==> config.mk <==
export PLATFORM = sky130hd
export DESIGN_NAME = rdp_top
export DESIGN_NICKNAME = d
export VERILOG_FILES = /design/src/core/rdp_region_match.v /design/src/core/rdp_top.v
export VERILOG_INCLUDE_DIRS = /design/src /design/src/core
export SDC_FILE = /design/constraint.sdc
export NUM_CORES = 1
export LEC_CHECK = 0
export BUFFER_PORTS_ARGS = -buffer_cell sky130_fd_sc_hd__buf_2
export CAP_MARGIN = 10
export CORE_AREA = 3 3 196 198
export CTS_BUF_LIST = sky130_fd_sc_hd__clkbuf_8
export CTS_CLUSTER_DIAMETER = 200
export CTS_CLUSTER_SIZE = 8
export DETAILED_ROUTE_END_ITERATION = 10
export DIE_AREA = 0 0 199 201
export HOLD_SLACK_MARGIN = 0.15
export PLACE_DENSITY_LB_ADDON = 0.12
export SLEW_MARGIN = 20
export SYNTH_ARGS = -nofsm -noshare
export SYNTH_HDL_FRONTEND = slang
export SYNTH_SLANG_ARGS = --single-unit
export TNS_END_PERCENT = 10
==> constraint.sdc <==
create_clock -name clk -period 1.2 [get_ports clk]
set_input_delay 0 -clock clk [delete_from_list [all_inputs] [get_ports clk]]
set_output_delay 0 -clock clk [all_outputs]
set_load 0.01 [all_outputs]
==> src/core/rdp_defs.vh <==
/*
 * Constants of the region decode and protection block: area bases, sizes,
 * slot geometry, permission encodings and response codes.
 * Assumes a 32-bit byte address from the requesting masters.
 */
`ifndef RDP_DEFS_VH
`define RDP_DEFS_VH

// Target area bases and address bits that select them.
`define RDP_FLASH_BASE 32'h0000_0000
`define RDP_FLASH_BITS 19
`define RDP_SRAM0_BASE 32'h1000_0000
`define RDP_SRAM0_BITS 15
`define RDP_SRAM1_BASE 32'h2007_C000
`define RDP_SRAM_BLK_BITS 14
`define RDP_APB_BASE 32'h4000_0000
`define RDP_APB_BITS 20
`define RDP_AHB_BASE 32'h5000_0000
`define RDP_AHB_BITS 21

// Every peripheral slot is a 16 kB window.
`define RDP_SLOT_BITS 14
`define RDP_AHB_SLOT_W 7
`define RDP_APB_SLOT_W 6

// Target codes.
`define RDP_TGT_NONE 3'h0
`define RDP_TGT_FLASH 3'h1
`define RDP_TGT_SRAM0 3'h2
`define RDP_TGT_SRAM1 3'h3
`define RDP_TGT_APB 3'h4
`define RDP_TGT_AHB 3'h5

// Region permission codes.
`define RDP_PERM_NONE 2'h0
`define RDP_PERM_RO 2'h1
`define RDP_PERM_RW 2'h2

// Answer codes.
`define RDP_RESP_OKAY 1'b0
`define RDP_RESP_ERROR 1'b1

// Vector area size, in address bits, that the remap redirects.
`define RDP_VEC_BITS 9

`endif

==> src/core/rdp_region_match.v <==
/*
 * One protection region comparator: power-of-two sized, size-aligned region
 * with eight equal subregions when 256 bytes or larger, each of which may be excluded.
 * Assumes configuration is stable while accesses run.
 */
`include "rdp_defs.vh"
`timescale 1ns/1ps
`default_nettype none
module rdp_region_match (
    input wire [31:0] addr,
    input wire enable,
    input wire [31:0] base,
    input wire [4:0] size_log2,
    input wire [7:0] sub_disable,
    output reg hit
);
    reg [31:0] mask;
    reg [2:0] sub_idx;

    // Regions smaller than 256 bytes have no subregions; a size of 8 is the least.
    always @* begin
        mask = 32'hffff_ffff << size_log2;
        sub_idx = 3'h0;
        if (size_log2 >= 5'd8) begin
            sub_idx = addr[size_log2 - 5'd3 +: 3];
        end
        hit = enable && ((addr & mask) == (base & mask)) && !sub_disable[sub_idx];
    end
endmodule
`default_nettype wire

==> src/core/rdp_top.v <==
/*
 * Region decoder and protection checker placed between one bus master and
 * the targets. One access is taken per cycle and answered a cycle later.
 * Assumes masters hold request fields valid with req; several instances
 * serve several masters side by side.
 */
// Operation
// - Decode 2 MB fast peripheral area into 128 slots, route access.
// - Decode 1 MB slow peripheral area into 64 slots, route access.
// - Every slot is a 16 kB aligned window; index from address bits.
// - Decode main 32 kB SRAM and two 16 kB SRAM blocks.
// - Masters on different slave ports proceed in the same cycle.
// - Decode program flash of up to 512 kB as its own target.
// - Vector area fetches may be remapped to a configured base.
// - Eight regions; those of 256 bytes or more have eight individually excludable subregions.
// - Access outside every enabled region raises a fault.
// - Access forbidden by matching region permission raises a fault.
// - Read-only regions allow reads and refuse writes.
// - No-access regions refuse every access.
`include "rdp_defs.vh"
`timescale 1ns/1ps
`default_nettype none
module rdp_top #(
    parameter NREG = 8
) (
    input wire clk,
    input wire reset,
    input wire req,
    input wire [31:0] addr,
    input wire write,
    input wire vec_fetch,
    input wire remap_en,
    input wire [31:0] remap_base,
    input wire [NREG-1:0] reg_enable,
    input wire [NREG*32-1:0] reg_base,
    input wire [NREG*5-1:0] reg_size,
    input wire [NREG*8-1:0] reg_subdis,
    input wire [NREG*2-1:0] reg_perm,
    output reg tgt_valid_q,
    output reg [2:0] tgt_sel_q,
    output reg [6:0] tgt_slot_q,
    output reg [31:0] tgt_addr_q,
    output reg tgt_write_q,
    output reg resp_valid_q,
    output reg resp_q,
    output reg fault_q
);
    wire [NREG-1:0] hits;
    reg [31:0] eff_addr;
    reg [2:0] sel;
    reg [6:0] slot;
    reg [1:0] perm;
    reg any_hit;
    reg allowed;
    integer i;

    // Area bases as sized constants, so that their upper bits can be sliced.
    localparam [31:0] FLASH_BASE = `RDP_FLASH_BASE;
    localparam [31:0] SRAM0_BASE = `RDP_SRAM0_BASE;
    localparam [31:0] SRAM1_BASE = `RDP_SRAM1_BASE;
    localparam [31:0] APB_BASE = `RDP_APB_BASE;
    localparam [31:0] AHB_BASE = `RDP_AHB_BASE;
    // The two RAM blocks straddle a 32 kB boundary, so they are found by offset, not by a bit match.
    localparam [31:0] SRAM1_SPAN = 32'h0000_0001 << (`RDP_SRAM_BLK_BITS + 1);

    // One comparator per region.
    genvar g;
    generate
        for (g = 0; g < NREG; g = g + 1) begin : g_reg
            rdp_region_match u_match (
                .addr(eff_addr),
                .enable(reg_enable[g]),
                .base(reg_base[g*32 +: 32]),
                .size_log2(reg_size[g*5 +: 5]),
                .sub_disable(reg_subdis[g*8 +: 8]),
                .hit(hits[g])
            );
        end
    endgenerate

    // Vector fetches in the low area are redirected to the remap base.
    always @* begin
        eff_addr = addr;
        if (vec_fetch && remap_en && (addr[31:`RDP_VEC_BITS] == 23'h00_0000)) begin
            eff_addr = {remap_base[31:`RDP_VEC_BITS], addr[`RDP_VEC_BITS-1:0]};
        end
    end

    // Target decode; slot numbers come straight from bits above the 16 kB offset.
    always @* begin
        sel = `RDP_TGT_NONE;
        slot = 7'h00;
        if (eff_addr[31:`RDP_FLASH_BITS] == FLASH_BASE[31:`RDP_FLASH_BITS]) begin
            sel = `RDP_TGT_FLASH;
        end else if (eff_addr[31:`RDP_SRAM0_BITS] == SRAM0_BASE[31:`RDP_SRAM0_BITS]) begin
            sel = `RDP_TGT_SRAM0;
        end else if ((eff_addr - SRAM1_BASE) < SRAM1_SPAN) begin
            sel = `RDP_TGT_SRAM1;
            slot = {6'h00, eff_addr[`RDP_SRAM_BLK_BITS]};
        end else if (eff_addr[31:`RDP_APB_BITS] == APB_BASE[31:`RDP_APB_BITS]) begin
            sel = `RDP_TGT_APB;
            slot = {1'b0, eff_addr[`RDP_SLOT_BITS +: `RDP_APB_SLOT_W]};
        end else if (eff_addr[31:`RDP_AHB_BITS] == AHB_BASE[31:`RDP_AHB_BITS]) begin
            sel = `RDP_TGT_AHB;
            slot = eff_addr[`RDP_SLOT_BITS +: `RDP_AHB_SLOT_W];
        end
    end

    // Highest numbered matching region decides, as is usual for overlaps.
    always @* begin
        any_hit = 1'b0;
        perm = `RDP_PERM_NONE;
        for (i = 0; i < NREG; i = i + 1) begin
            if (hits[i]) begin
                any_hit = 1'b1;
                perm = reg_perm[i*2 +: 2];
            end
        end
        case (perm)
            `RDP_PERM_RO: allowed = !write;
            `RDP_PERM_RW: allowed = 1'b1;
            `RDP_PERM_NONE: allowed = 1'b0;
            default: allowed = 1'b0;
        endcase
        allowed = allowed && any_hit && (sel != `RDP_TGT_NONE);
    end

    // Register stage. This instance never waits on another master's path, so
    // parallel instances run concurrently on distinct slave ports.
    always @(posedge clk or posedge reset) begin
        if (reset) begin
            tgt_valid_q <= 1'b0;
            tgt_sel_q <= `RDP_TGT_NONE;
            tgt_slot_q <= 7'h00;
            tgt_addr_q <= 32'h0000_0000;
            tgt_write_q <= 1'b0;
            resp_valid_q <= 1'b0;
            resp_q <= `RDP_RESP_OKAY;
            fault_q <= 1'b0;
        end else begin
            tgt_valid_q <= req && allowed;
            tgt_sel_q <= allowed ? sel : `RDP_TGT_NONE;
            tgt_slot_q <= slot;
            tgt_addr_q <= eff_addr;
            tgt_write_q <= req && allowed && write;
            resp_valid_q <= req;
            resp_q <= (req && !allowed) ? `RDP_RESP_ERROR : `RDP_RESP_OKAY;
            fault_q <= req && !allowed;
        end
    end
endmodule
`default_nettype wire

== Yosys cells after proc, flatten, opt, wreduce, memory -nomap -nowiden ==
Index checks and enable logic that the tools add are counted.
Operators by class
  equal/unequal tests: 13
  add/subtract/negate cells: 9
  $lt $le $gt $ge: 17
  $mul: 0
  reduce and logical (&&, ||, !) cells: 36
  shift-type cells: 16
  bitwise operators: 16
  multiplexer cells: 54
  divide/modulo/power cells: 0
Operators by type and width (number)
  $and 32x32->32: 16
  $eq 32x32->1: 8
  $shiftx 32x6->3: 8
  $shl 32x5->32 const A: 8
  $mux 3: 14
  $ge 5x4->1 const B: 8
  $sub 5x2->5 const B: 8
  $mux 7: 5
  $lt 3x4->1 const B: 8
  $lt 32x16->1 const B: 1
  $mux 32: 1
  $sub 32x30->32 const B: 1
  $bmux 1 s3: 8
  $logic_and 1x1->1: 23
  $logic_not 23->1: 1
  $eq 17x14->1 const B: 1
  $mux 1: 17
  $mux 2: 8
  $logic_not 13->1: 1
  $eq 12x11->1 const B: 1
  $eq 11x10->1 const B: 1
  $logic_not 1->1: 10
  $reduce_bool 3->1: 1
  $eq 2x1->1 const B: 1
  2 further kinds: 2
Storage, ports and cells
  word-level logic and storage cells: 169
  memories: 0
  bits of input ports: 454
  bits in writable memories: 0
  register bits: 47
  bits in latches: 0
  ROM bits: 0
  output and inout bits: 47

== Logic depth before layout (Yosys ltp) ==
  depth after elaboration: 24
  gate-level depth with buffers: 25
  gate-level depth less buffers: 22

== Hierarchy ==
From an unflattened synthesis, not the netlist that was laid out.
Second synthesis, totals
  cell total of the unflattened synthesis: 1738
  area total of the unflattened synthesis: 15353.5 um^2
Modules (own cells, without submodules)
  rdp_region_match at g_reg[3].u_match ...: cells an instance 196, sequential area each 0.0 um^2, times used 4, area an instance 1606.5 um^2
  rdp_region_match at g_reg[0].u_match ...: cells an instance 170, sequential area each 0.0 um^2, times used 3, area an instance 1557.7 um^2
  rdp_top: cells an instance 270, sequential area each 1151.1 um^2, times used 1, area an instance 2650.0 um^2
  rdp_region_match at g_reg[7].u_match: cells an instance 174, sequential area each 0.0 um^2, times used 1, area an instance 1604.0 um^2

== Worst setup path after synthesis ==
OpenSTA, ideal clock, no wires.
  kind: input -> register
  start: input reg_size[10]
  end: register tgt_sel_q[0]
  setup slack: -3573 ps
  buffers on the path: 3
  required time: 1071 ps
  stages on the path: 22
  library setup time: 129 ps
  arrival time: 4644 ps
  cell sequence: clkbuf_1 inv_1 clkbuf_1 ha_1 clkbuf_1 mux4_2 nand2_1 a41oi_1 o31ai_1 a311o_1 a2111oi_4 mux2_1 or3_1 and4_1 or3_1 o311a_1 o31a_1 ha_1 a21oi_1 nor2_1 a21boi_2 a21boi_2
Between the ends
  cells in the longest elaborated chain, start to end: 18
  elaborated cells on any way between the ends: 31
  those cells by class: add/sub: 1; order compare: 1; eq/ne: 3; shift: 2; mux: 17; bitwise: 2; reduce/logical: 5
RTL lines
  from (decl): line rdp_top.v:36  | input wire [NREG*5-1:0] reg_size,
  $sub 5x2->5: line rdp_region_match.v:25  | sub_idx = addr[size_log2 - 5'd3 +: 3];
  $shiftx 32x6->3: line rdp_region_match.v:25
  $mux 3: line rdp_region_match.v:24  | if (size_log2 >= 5'd8) begin
  $bmux 1 s3: line rdp_region_match.v:27  | hit = enable && ((addr & mask) == (base & mask)) && !sub_disable[sub_idx];
  $mux 1 (not written as such): line rdp_region_match.v:27
  $logic_not 1->1: line rdp_region_match.v:27
  $logic_and 1x1->1 (*): line rdp_region_match.v:27
  $mux 2 (6 in a row): line rdp_top.v:114  | if (hits[i]) begin
  $eq 2x2->1 or $eq 2x1->1 (tied branches): line rdp_top.v:119  | case (perm)
  $pmux 1 s2: line rdp_top.v:119
  $logic_and 1x1->1 (*) (2 in a row): line rdp_top.v:125  | allowed = allowed && any_hit && (sel != `RDP_TGT_NONE);
  $mux 3 (no line) (*)
  to (signal assigned): line rdp_top.v:133  | tgt_sel_q <= `RDP_TGT_NONE;
  to (signal assigned): line rdp_top.v:142  | tgt_sel_q <= allowed ? sel : `RDP_TGT_NONE;
  to (decl): line rdp_top.v:40  | output reg [2:0] tgt_sel_q,
Mark *: on every way between the ends. The rest lies on a longest branch, timed or not. The select of a mux whose other input is x is not followed.

== Worst setup path in the final report ==
  start: input addr[29]
  end: register tgt_sel_q[0]
Between the ends
  cells in the longest elaborated chain, start to end: 22
  elaborated cells on any way between the ends: 109
  those cells by class: add/sub: 1; order compare: 1; eq/ne: 13; shift: 8; mux: 48; bitwise: 8; reduce/logical: 30
RTL lines
  from (decl): line rdp_top.v:29  | input wire [31:0] addr,
  $logic_not 23->1: line rdp_top.v:84  | if (vec_fetch && remap_en && (addr[31:`RDP_VEC_BITS] == 23'h00_0000)) begin
  $logic_and 1x1->1: line rdp_top.v:84
  $mux 32 (*): line rdp_top.v:84
  $shiftx 32x6->3: line rdp_region_match.v:25
  $mux 3: line rdp_region_match.v:24
  $bmux 1 s3: line rdp_region_match.v:27
  $mux 1 (not written as such): line rdp_region_match.v:27
  $logic_not 1->1: line rdp_region_match.v:27
  $logic_and 1x1->1: line rdp_region_match.v:27
  $mux 2 (8 in a row): line rdp_top.v:114
  $eq 2x2->1 or $eq 2x1->1 (tied branches): line rdp_top.v:119
  $pmux 1 s2: line rdp_top.v:119
  $logic_and 1x1->1 (2 in a row): line rdp_top.v:125
  $mux 3 (no line) (*)
Marked as above.

==> qor.json <==
{
  "timing.fmax_mhz": 212,
  "die_area_um2": 40000,
  "fillCellCount": 2942,
  "tritoncts_clock_tree": "done",
  "setup_slack_ns": -3.51,
  "placedCellCount": 3564,
  "grt_first_pass_wirelength_um": 143000,
  "ys_async_sr_fraction": 1.00,
  "rsz0062_at_grt": "true",
  "drv_cap": 0,
  "diodes": 0,
  "mostFrequentLayoutCells": "694 x sky130_fd_sc_hd__buf_4, 481 x sky130_fd_sc_hd__buf_2, 234 x sky130_fd_sc_hd__xnor2_1",
  "drive_above_1_share": 0.491,
  "drcViolationCount": 0,
  "grt_max_degree": 47,
  "ctsHtreeMaxLevel": 2,
  "grt_pass1_vias": 23700,
  "globalRoute.totalOverflow": 0,
  "detail_route.wirelength_um": 101000,
  "power_frac_seq": 0.108,
  "number_of_antenna_violations_at_the_first_check_in_global_routing": 3,
  "numPortBuffers": 491,
  "netlist_instances": 2077,
  "result_of_the_run": "finished with violations",
  "leakagePower_nw": 11.4,
  "report.final.setup_viol": 36,
  "synth-warning-count": 0,
  "layout-area-overhead-vs-synth_pct": 63.6,
  "total_power_mw": 15.0,
  "vias": 24200,
  "internal_power_mw": 7.84,
  "ant_nets": 0,
  "worst-slew-pin-transition_ns": 0.661,
  "global_route.usage.total": 0.466,
  "slew_headroom": 0.548,
  "timing_worst_setup_path_type": "in -> reg",
  "pwr_density_cell_nw_per_um2": 588,
  "critical_path.max_fanout": 8,
  "placeableCoreArea_um2": 36700,
  "type_of_the_worst_min_delay_path": "in -> async",
  "hpwl_um": 77900,
  "crit_path_top_delay_cell": "sky130_fd_sc_hd__or4_4",
  "floorplan.io_pins": 501,
  "layout.cells.most_common": "sky130_fd_sc_hd__buf_4",
  "ys_dominant_reg_cell": "sky130_fd_sc_hd__dfrtp_1",
  "timing.critical_path.from_type": "input pin",
  "final-max-slew-violation-count": 0,
  "violations_in_the_final_reports": "setup timing",
  "hold_slack_ns": 0.276,
  "tritoncts.num_buffers": 5,
  "switchingPower_mw": 7.17,
  "fin_crit_sh": 3.92,
  "width_of_the_chip_um": 199,
  "nNetsFinal": 3660,
  "finish.cell_count_without_fillers": 3639,
  "root_buffer": "sky130_fd_sc_hd__clkbuf_8",
  "initial_core_util": 0.426,
  "p_sw_frac": 0.478,
  "synth_edf_count": 0,
  "timing.critical_path.required_ns": 1.44,
  "path_cells": "buf_2 -> nor4bb_4 -> and4_4 -> buf_12 -> a21oi_4 -> buf_6 -> buf_4 -> buf_4 -> a21oi_1 -> nor4_1 -> or4_4 -> a31oi_4 -> a221oi_2 -> a311oi_4 -> buf_6 -> and3b_1 -> o311a_1 -> o31ai_2 -> ha_1 -> nor2_2 -> a21boi_4 -> a21boi_2",
  "synth.avg_cell_area_um2": 7.52,
  "worst-path-buf-inv": 6,
  "tritoncts_num_sinks": 46,
  "mapped_nets": 2566,
  "yosysSeqAreaShare": 0.0737,
  "cp.arrival_ns": 4.95,
  "clkTransAtPathRegs_ns": 0.10,
  "critical_path.top_delay_family": "compound AO/OA/AOI/OAI gates",
  "core.rowCount": 70,
  "timing.setup.tns_ns": -34.87,
  "layout_min_cycle_time_ns": 4.71,
  "detail_route.wl_per_cell_um": 27.9,
  "combinationalPowerShare": 0.829,
  "timing_hold_violations_final": 0,
  "synth.lib_cells_used.distinct": 98,
  "vdd_drop_max_mv": 0.485,
  "max_stage_delay_ns": 0.52,
  "first_iter_violations": 3146,
  "timing.critical_path.to_type": "flop",
  "ys_seq_elements": 46,
  "clk_path_buf_depth": 2,
  "place.gp.congestion": 1.08,
  "number_of_optimization_iterations_in_the_first_detailed_route_pass": 7,
  "post_synthesis_instance_area_um2": 15600,
  "power.clock.fraction": 0.063,
  "vias_per_cell": 6.66,
  "dieHeight_um": 201
}
## cell usage after synthesis, types with 15 or more instances
cell | number | area, um2
sky130_fd_sc_hd__xnor2_1 | 236 | 2070
sky130_fd_sc_hd__nand2_1 | 153 | 574
sky130_fd_sc_hd__nor2_1 | 149 | 559
sky130_fd_sc_hd__clkbuf_1 | 136 | 510
sky130_fd_sc_hd__a21oi_1 | 133 | 666
sky130_fd_sc_hd__o21ai_0 | 113 | 566
sky130_fd_sc_hd__mux4_2 | 87 | 1960
sky130_fd_sc_hd__mux2i_1 | 64 | 641
sky130_fd_sc_hd__inv_1 | 63 | 236
sky130_fd_sc_hd__nor3_1 | 60 | 300
sky130_fd_sc_hd__a211oi_1 | 56 | 420
sky130_fd_sc_hd__xor2_1 | 55 | 482
sky130_fd_sc_hd__nand3_1 | 53 | 265
sky130_fd_sc_hd__dfrtp_1 | 46 | 1150
sky130_fd_sc_hd__o22ai_1 | 42 | 263
sky130_fd_sc_hd__ha_1 | 35 | 438
sky130_fd_sc_hd__a31oi_1 | 33 | 206
sky130_fd_sc_hd__buf_2 | 31 | 155
sky130_fd_sc_hd__nor4_1 | 29 | 181
sky130_fd_sc_hd__buf_1 | 27 | 101
sky130_fd_sc_hd__nand4_1 | 27 | 169
sky130_fd_sc_hd__a22oi_1 | 26 | 195
sky130_fd_sc_hd__and4_1 | 23 | 201
sky130_fd_sc_hd__o211ai_1 | 23 | 173
sky130_fd_sc_hd__nand2b_1 | 22 | 138
sky130_fd_sc_hd__a2111oi_0 | 16 | 140
sky130_fd_sc_hd__nor2b_1 | 16 | 100
sky130_fd_sc_hd__o221ai_1 | 15 | 131
## cells by family (layout without fill, tap and decap cells)
kind of cell,Yosys count,in the layout,synth area share
compound gates,655,655,0.292
xor+xnor,291,291,0.163
fa+ha+maj,44,44,0.0338
buf+inv,285,1379,0.0730
flops,46,46,0.0737
mux,164,164,0.176
simple gates,592,592,0.188
## registers in the layout, summed over array words and instances, names as in the netlist
register	flops
fault_q	1
tgt_sel_q	3
tgt_slot_q	7
resp_valid_q	1
tgt_write_q	1
tgt_valid_q	1
tgt_addr_q	32
## repair_timing
action | 4_1_cts | 5_1_grt
hold endpoints to repair | 51 | 0
setup endpoints to repair | 36 | 36
hold buffers | 4 | 0
cloned | 2 | 1
resized for setup | 170 | 133
setup buffers | 24 | 37
pin swaps | 37 | 66
## cell type report
cell class              instances  area [um2]  area share
clock buffers                   5        68.8     0.00269
multi-input cells            1746       14100       0.552
repair buffers               1286        9250       0.362
inverters                      86         374      0.0146
flip-flops and latches         46        1150      0.0450
well taps                     468         586      0.0229
clock inverters                 2        10.0    0.000392
## path summary, 6_finish.rpt
check | endpoint | startpoint | cells past startpoint
setup / recovery | tgt_sel_q[0] | addr[29] | 22
hold / removal | tgt_slot_q[1] | reset | 4
max in group asynchronous | tgt_addr_q[25] | reset | 4
min in group clk | tgt_addr_q[1] | addr[1] | 3
## worst min-delay path: stages
cell                            delay, ns
sky130_fd_sc_hd__dlygate4sd3_1       0.54
sky130_fd_sc_hd__buf_2               0.13
sky130_fd_sc_hd__inv_2               0.06
sky130_fd_sc_hd__buf_12              0.25
## power by group through the flow
| stage | registers [mW] | logic, mW | clock network (mW) |
|---|---|---|---|
| after floorplan | 1.69 | 5.72 | 0 |
| after global placement | 1.65 | 11.0 | 0 |
| after detailed placement | 1.65 | 11.1 | 0 |
| after CTS | 1.62 | 11.5 | 0.959 |
| after global routing | 1.63 | 13.0 | 1.02 |
| final | 1.62 | 12.4 | 0.951 |
## routing by layer
metal | up-vias | wire length (um) | GRT usage
li1 | 10100 | - | -
met1 | 11300 | 35600 | 0.582
met2 | 2215 | 43600 | 0.723
met3 | 663 | 13500 | 0.119
met4 | 4 | 8800 | 0.273
met5 | - | 24 | 0
## through the flow
| step | instance area (um2) | util | setup WS, ns |
|---|---|---|---|
| finish | 25600 | 0.696 | -3.51 |
| floorplan | 15700 | - | -3.07 |
| detailed placement | 23600 | 0.644 | -4.36 |
| CTS | 24600 | 0.671 | -3.23 |
| global route | 25600 | 0.696 | -3.55 |
| global placement | 23600 | 0.644 | -4.27 |
(Power assumes the default switching activity.)
